<file path="src/hw/trig_marker_consts.vh">
// Constants for the trigger and marker unit.
`ifndef TRIG_MARKER_CONSTS_VH
`define TRIG_MARKER_CONSTS_VH
`define SAMPLE_W 16
`define AMP_W_MARK 14
`define MARK_W 2
`define MARK_LSB 14
`define TRIG_OUT_N 4
`define TRIG_IN_N 2
`define FLAG_N 4
`define SRC_W 3
`define ADDR_W 4
`define REG_TRIG_CFG 4'h0
`define REG_FLAG_SRC 4'h1
`define REG_MARK_EN 4'h2
`define REG_STATUS 4'h3
`define OP_NOP 3'h0
`define OP_PLAY 3'h1
`define OP_IDLE 3'h2
`define OP_SET_TRIG 3'h3
`define OP_WAIT_EDGE 3'h4
`define OP_WAIT_DONE 3'h5
`define EDGE_RISE 2'h0
`define EDGE_FALL 2'h1
`define EDGE_BOTH 2'h2
`endif

</file>
<file path="src/hw/trig_marker_unit.v">
// Trigger and marker unit of a waveform playback sequencer.
//
// The address map and the address-and-strobe port were decided locally.
`timescale 1ns/1ps
`include "trig_marker_consts.vh"
module trig_marker_unit (
  input wire I_CLK,
  input wire I_RST_B,
  input wire [3:0] I_TRIG_PIN,
  input wire [2:0] I_CTL_OP,
  input wire [3:0] I_CTL_ARG,
  input wire I_CTL_VALID,
  output reg O_CTL_READY,
  input wire [2:0] I_PLAY_OP,
  input wire I_PLAY_VALID,
  output reg O_PLAY_READY,
  input wire [15:0] I_SAMPLE_A,
  input wire [15:0] I_SAMPLE_B,
  input wire I_SAMPLE_LAST,
  output reg [15:0] O_AMP,
  output reg [1:0] O_MARK,
  output reg O_PLAYING,
  output reg [3:0] O_TRIG_OUT,
  output reg [3:0] O_FLAG,
  input wire [3:0] I_ADDR,
  input wire [31:0] I_WDATA,
  input wire I_WR,
  input wire I_RD,
  output reg [31:0] O_RDATA
);
  reg [3:0] sync1_r;
  reg [3:0] sync2_r;
  reg [3:0] prev_r;
  reg [7:0] trig_cfg_r;
  reg [11:0] flag_src_r;
  reg mark_en_r;
  reg [3:0] trig_cmd_r;
  reg waiting_r;
  reg playing_r;
  reg [3:0] edge_seen;
  wire [1:0] wait_ch;
  wire ctl_take;
  wire play_take;
  wire play_done;
  wire [1:0] mark_a;
  wire [1:0] mark_b;
  wire [15:0] amp_a;
  wire [15:0] amp_b;
  wire [15:0] amp_sum;
  wire [3:0] trig_now;
  genvar g;
  integer k;

  // Two-stage synchronisers on every trigger pin.
  always @(posedge I_CLK or negedge I_RST_B) begin
    if (!I_RST_B) begin
      sync1_r <= 4'h0;
      sync2_r <= 4'h0;
      prev_r <= 4'h0;
    end else begin
      sync1_r <= I_TRIG_PIN;
      sync2_r <= sync1_r;
      prev_r <= sync2_r;
    end
  end

  // Edge seen per digital trigger channel from its chosen source pin.
  always @* begin
    edge_seen = 4'h0;
    for (k = 0; k < `TRIG_IN_N; k = k + 1) begin
      case (trig_cfg_r[k*4+3 -: 2])
        `EDGE_RISE: edge_seen[k] = sync2_r[trig_cfg_r[k*4 +: 2]] &
          ~prev_r[trig_cfg_r[k*4 +: 2]];
        `EDGE_FALL: edge_seen[k] = ~sync2_r[trig_cfg_r[k*4 +: 2]] &
          prev_r[trig_cfg_r[k*4 +: 2]];
        default: edge_seen[k] = sync2_r[trig_cfg_r[k*4 +: 2]] ^
          prev_r[trig_cfg_r[k*4 +: 2]];
      endcase
    end
  end

  // Control steps are taken when not stalled.
  assign wait_ch = {1'b0, I_CTL_ARG[0]};
  assign play_done = playing_r & I_SAMPLE_LAST & ~(I_PLAY_VALID &
    (I_PLAY_OP == `OP_PLAY || I_PLAY_OP == `OP_IDLE));
  assign ctl_take = I_CTL_VALID & O_CTL_READY;
  assign play_take = I_PLAY_VALID & O_PLAY_READY;

  // Control-step queue: trigger command, edge wait, playback wait.
  always @(posedge I_CLK or negedge I_RST_B) begin
    if (!I_RST_B) begin
      trig_cmd_r <= 4'h0;
      waiting_r <= 1'b0;
      O_CTL_READY <= 1'b1;
    end else begin
      if (waiting_r) begin
        if ((I_CTL_OP == `OP_WAIT_EDGE && edge_seen[wait_ch]) ||
            (I_CTL_OP == `OP_WAIT_DONE && (!playing_r || play_done))) begin
          waiting_r <= 1'b0;
          O_CTL_READY <= 1'b1;
        end
      end else if (ctl_take) begin
        case (I_CTL_OP)
          `OP_SET_TRIG: trig_cmd_r <= I_CTL_ARG;
          `OP_WAIT_EDGE, `OP_WAIT_DONE: begin
            waiting_r <= 1'b1;
            O_CTL_READY <= 1'b0;
          end
          default: trig_cmd_r <= trig_cmd_r;
        endcase
      end
    end
  end

  // Playback queue: always ready, next entry follows with no gap.
  always @(posedge I_CLK or negedge I_RST_B) begin
    if (!I_RST_B) begin
      playing_r <= 1'b0;
      O_PLAY_READY <= 1'b1;
    end else begin
      O_PLAY_READY <= 1'b1;
      if (play_take && (I_PLAY_OP == `OP_PLAY || I_PLAY_OP == `OP_IDLE))
        playing_r <= 1'b1;
      else if (playing_r && I_SAMPLE_LAST)
        playing_r <= 1'b0;
    end
  end

  // Split sample words into amplitude and marker bits.
  assign mark_a = mark_en_r ? I_SAMPLE_A[15:14] : 2'h0;
  assign mark_b = mark_en_r ? I_SAMPLE_B[15:14] : 2'h0;
  assign amp_a = mark_en_r ? {I_SAMPLE_A[13:0], 2'h0} : I_SAMPLE_A;
  assign amp_b = mark_en_r ? {I_SAMPLE_B[13:0], 2'h0} : I_SAMPLE_B;
  assign amp_sum = amp_a + amp_b;
  assign trig_now = ctl_take && !waiting_r && I_CTL_OP == `OP_SET_TRIG ?
    I_CTL_ARG : trig_cmd_r;

  // Output stage registers amplitude, markers and triggers together.
  always @(posedge I_CLK or negedge I_RST_B) begin
    if (!I_RST_B) begin
      O_AMP <= 16'h0000;
      O_MARK <= 2'h0;
      O_PLAYING <= 1'b0;
      O_TRIG_OUT <= 4'h0;
    end else begin
      O_AMP <= amp_sum;
      O_MARK <= mark_a | mark_b;
      O_PLAYING <= playing_r;
      O_TRIG_OUT <= trig_now;
    end
  end

  // Each flag picks a marker bit or a trigger output, same sample.
  generate
    for (g = 0; g < `FLAG_N; g = g + 1) begin : g_flag
      always @(posedge I_CLK or negedge I_RST_B) begin
        if (!I_RST_B)
          O_FLAG[g] <= 1'b0;
        else if (flag_src_r[g*3+2])
          O_FLAG[g] <= trig_now[flag_src_r[g*3 +: 2]];
        else
          O_FLAG[g] <= flag_src_r[g*3] ? mark_a[1] | mark_b[1] :
            mark_a[0] | mark_b[0];
      end
    end
  endgenerate

  // Register port: writes set configuration, reads answer next cycle.
  always @(posedge I_CLK or negedge I_RST_B) begin
    if (!I_RST_B) begin
      trig_cfg_r <= 8'h00;
      flag_src_r <= 12'h000;
      mark_en_r <= 1'b0;
      O_RDATA <= 32'h0000_0000;
    end else begin
      if (I_WR) begin
        case (I_ADDR)
          `REG_TRIG_CFG: trig_cfg_r <= I_WDATA[7:0];
          `REG_FLAG_SRC: flag_src_r <= I_WDATA[11:0];
          `REG_MARK_EN: mark_en_r <= I_WDATA[0];
          default: mark_en_r <= mark_en_r;
        endcase
      end
      if (I_RD) begin
        case (I_ADDR)
          `REG_TRIG_CFG: O_RDATA <= {24'h0, trig_cfg_r};
          `REG_FLAG_SRC: O_RDATA <= {20'h0, flag_src_r};
          `REG_MARK_EN: O_RDATA <= {31'h0, mark_en_r};
          `REG_STATUS: O_RDATA <= {24'h0, trig_cmd_r, sync2_r[1:0],
            waiting_r, playing_r};
          default: O_RDATA <= 32'h0000_0000;
        endcase
      end else begin
        O_RDATA <= 32'h0000_0000;
      end
    end
  end
endmodule // trig_marker_unit

</file>
<file path="config.mk">
export PLATFORM = sky130hd
export DESIGN_NAME = trig_marker_unit
export DESIGN_NICKNAME = d
export VERILOG_FILES = /design/src/hw/trig_marker_unit.v
export VERILOG_INCLUDE_DIRS = /design/src /design/src/hw
export SDC_FILE = /design/constraint.sdc
export NUM_CORES = 1
export LEC_CHECK = 0
export BUFFER_PORTS_ARGS = -buffer_cell sky130_fd_sc_hd__buf_2
export CAP_MARGIN = 20
export CORE_UTILIZATION = 51
export DETAILED_ROUTE_END_ITERATION = 8
export HOLD_SLACK_MARGIN = 0.1
export PLACE_DENSITY = 0.83
export SYNTH_ARGS = -nofsm -noshare
export SYNTH_HDL_FRONTEND = slang
export SYNTH_SLANG_ARGS = --single-unit
</file>
<file path="constraint.sdc">
create_clock -name I_CLK -period 3.9 [get_ports I_CLK]
set_input_delay 0.78 -clock I_CLK [delete_from_list [all_inputs] [get_ports I_CLK]]
set_output_delay 0.78 -clock I_CLK [all_outputs]
set_load 0.05 [all_outputs]
</file>
==> impl_metrics.tcl <==
set metrics [dict create \
    drcViolationCount 0 \
    slew_violations 0 \
    core_area_sq_um 8340 \
    grt_overflow 0 \
    criticalPathCategory "reg2reg" \
    fill_cells 669 \
    wl_per_cell_um 16.3 \
    gp_congestion 0.851 \
    worst_pin_slew_ps 897 \
    outcome "complete, no violations" \
    finalWirelength_mm 9.72 \
    ys.flop_type "dfrtp_1" \
    cts-resized-gates 0 \
    power_uw 2940 \
    synth_most_common_cell "dfrtp_1" \
    track_usage_pct 22.8 \
    row_count 33 \
    htree_levels 3 \
    crit_chain "buf_4 -> mux2_2 -> ha_1 -> a21oi_1 -> nor2_1 -> o311a_1 -> or3_1 -> xor2_1" \
    setup_viol 0 \
    drive_above_1_share_pct 39.6 \
    ir_drop_uv 541 \
    drt_first_pass_iters 4 \
    max_slew_margin_pct 39.5 \
    vias 3386 \
    async_flop_share_pct 100 \
    critPathRequiredTime_ps 4120 \
    cts_hold_buf 0 \
    drv_cap 0 \
    synthCells 381 \
    cts_post_setup_buffers_inserted 0 \
    p_leak_uw 0.00257 \
    critPathSlowestCell "dfrtp_1" \
    path_buf_inv 1 \
    antenna_found_initial 0 \
    numCtsBuffers 9 \
    clkLatencyLatePin_ps 350 \
    cts-root-buf "clkbuf_8" \
    ys_types 54 \
    holdCritPathClass "in2async" \
    yosys_warnings 0 \
    drt.antenna.violating_nets 0 \
    clock_sinks 79 \
    ctsLongestPathBuffers 2 \
    ys_ff_latch 79 \
    fin_nets 597 \
    area_growth_pct 17.0 \
    cp_top_family "flip-flops" \
    grt_max_degree 80 \
    dr.first_iter.drc_count 74 \
    grt_setup_unrepaired "false" \
    die_h_um 95.7 \
    period_minus_slack_ps 3140 \
    synth.avg_cell_area_sq_um 11.7 \
    fmax_ghz 0.319 \
    synth_edf_count 0 \
    synth_area_sq_um 4480 \
    power_density_nw_per_um2 562 \
    start_kind "flop" \
    ios 150 \
    design.die.area_sq_um 9150 \
    worstPathArrival_ps 3360 \
    setup.worst_path.end_class "flop" \
    via_per_inst 5.66 \
    synth-seq-area-share_pct 44.2 \
    clkTransAtPathRegs_ps 80 \
    synth.largest_area_cell "dfrtp_1" \
    grt_pass1_wl_mm 15.6 \
    initial_core_util_pct 53.7 \
    die_w_um 95.7 \
    diodes 0 \
    tns_ps 0 \
    cts_tree "yes" \
    period_share_pct 80.5 \
    crit_fanout 19 \
    slowest_delay_ps 760 \
    hold_violations 0 \
    io_buffer_count 108 \
    dp.final_hpwl_mm 7.26 \
    synth_top_area_share_pct 43.6 \
    synthTopCellsByCount "78 x dfrtp_1, 54 x mux2_2, 28 x nor2_1" \
    synth_area_leaders "dfrtp_1 44%, mux2_2 14%, ha_1 5.3%" \
    clock_skew_ps 10.7 \
    grt_pass1_vias 3305 \
]
==> worst reg2reg max path: stages, from the launching register on <==
cell     delay, ps
dfrtp_1        760
buf_4          360
mux2_2         360
ha_1           340
a21oi_1        210
nor2_1         100
o311a_1        390
or3_1          350
xor2_1         160
==> layout make-up <==
cell class / count / area, sq um / share of cell area (%)
Clock inverter: 5 / 58.8 / 1.12
Sequential cell: 79 / 1980 / 37.8
Tap cell: 105 / 131 / 2.51
Inverter: 10 / 37.5 / 0.717
Timing Repair Buffer: 111 / 586 / 11.2
Clock buffer: 11 / 131 / 2.51
Multi-Input combinational cell: 277 / 2310 / 44.2
==> worst paths after layout <==
check	from	to	slack, ps	cells after the start
max in group asynchronous	I_RST_B	O_CTL_READY$_DFFE_PN1P_	3060	2
hold / removal	I_RST_B	O_RDATA[10]$_DFF_PN0_	230	1
setup / recovery	mark_en_r$_DFFE_PN0P_	O_AMP[11]$_DFF_PN0_	760	8
setup reg to reg	mark_en_r$_DFFE_PN0P_	O_AMP[11]$_DFF_PN0_	760	8
min in group I_CLK	sync1_r[2]$_DFF_PN0_	sync2_r[2]$_DFF_PN0_	350	0
hold reg to reg	sync1_r[2]$_DFF_PN0_	sync2_r[2]$_DFF_PN0_	350	0
==> kinds of logic after synthesis <==
family / Yosys count / synth area share, %
AO/OA/AOI/OAI: 64 / 9.62
other: 2 / 0.168
multiplexers: 79 / 23.1
AND/OR/NAND/NOR: 82 / 9.31
XOR/XNOR: 11 / 2.15
flip-flops: 79 / 44.2
buffers and inverters: 44 / 5.73
adder cells (fa/ha/maj): 20 / 5.76
==> placed cells by master (no fill, tap or decap), types with 7 or more instances in the layout <==
master and instances:
ha_1 19, dfrtp_1 78, a21oi_1 14, o21ai_0 10, a211oi_1 7, nor2_1 28, mux2_2 54, inv_1 10
mux4_2 10, nand2_1 17, conb_1 21, clkbuf_8 9, a31oi_1 10, mux2i_1 12, buf_2 107
==> stage by stage <==
step                      cell area, sq um  cells  utilization (%)  hold slack, ps  worst slack [ps]
after floorplan                       4550    400                -             331              1020
after global routing                  5240    598             62.8             218               578
after CTS                             5210    597             62.4             349               771
final                                 5240    598             62.8             232               762
after global placement                5020    581             60.2             335               812
after detailed placement              5020    581             60.2             336               805
==> state kept, by name (all words and copies together) (netlist names), 4 cells and up <==
signal	count
trig_cfg_r	8
O_TRIG_OUT	4
trig_cmd_r	4
prev_r	4
sync2_r	4
O_RDATA	12
O_AMP	16
O_FLAG	4
flag_src_r	12
sync1_r	4
==> power by group <==
part,leakage [uW],switching (uW),internal [uW]
clock network,0.0000895,301,296
logic,0.00149,820,436
registers,0.000989,112,976
total,0.00257,1230,1710
==> per-layer routing <==
metal / vias to the layer above / global-route usage, % / part of all wire [%]
met1: 1614 / 28.0 / 41
met3: 23 / 4.55 / 7.5
met2: 175 / 39.3 / 49
met5: - / 0 / 0
met4: 0 / 9.45 / 2.7
li1: 1574 / - / -
No activity file was read; power rests on OpenSTA's default activity.
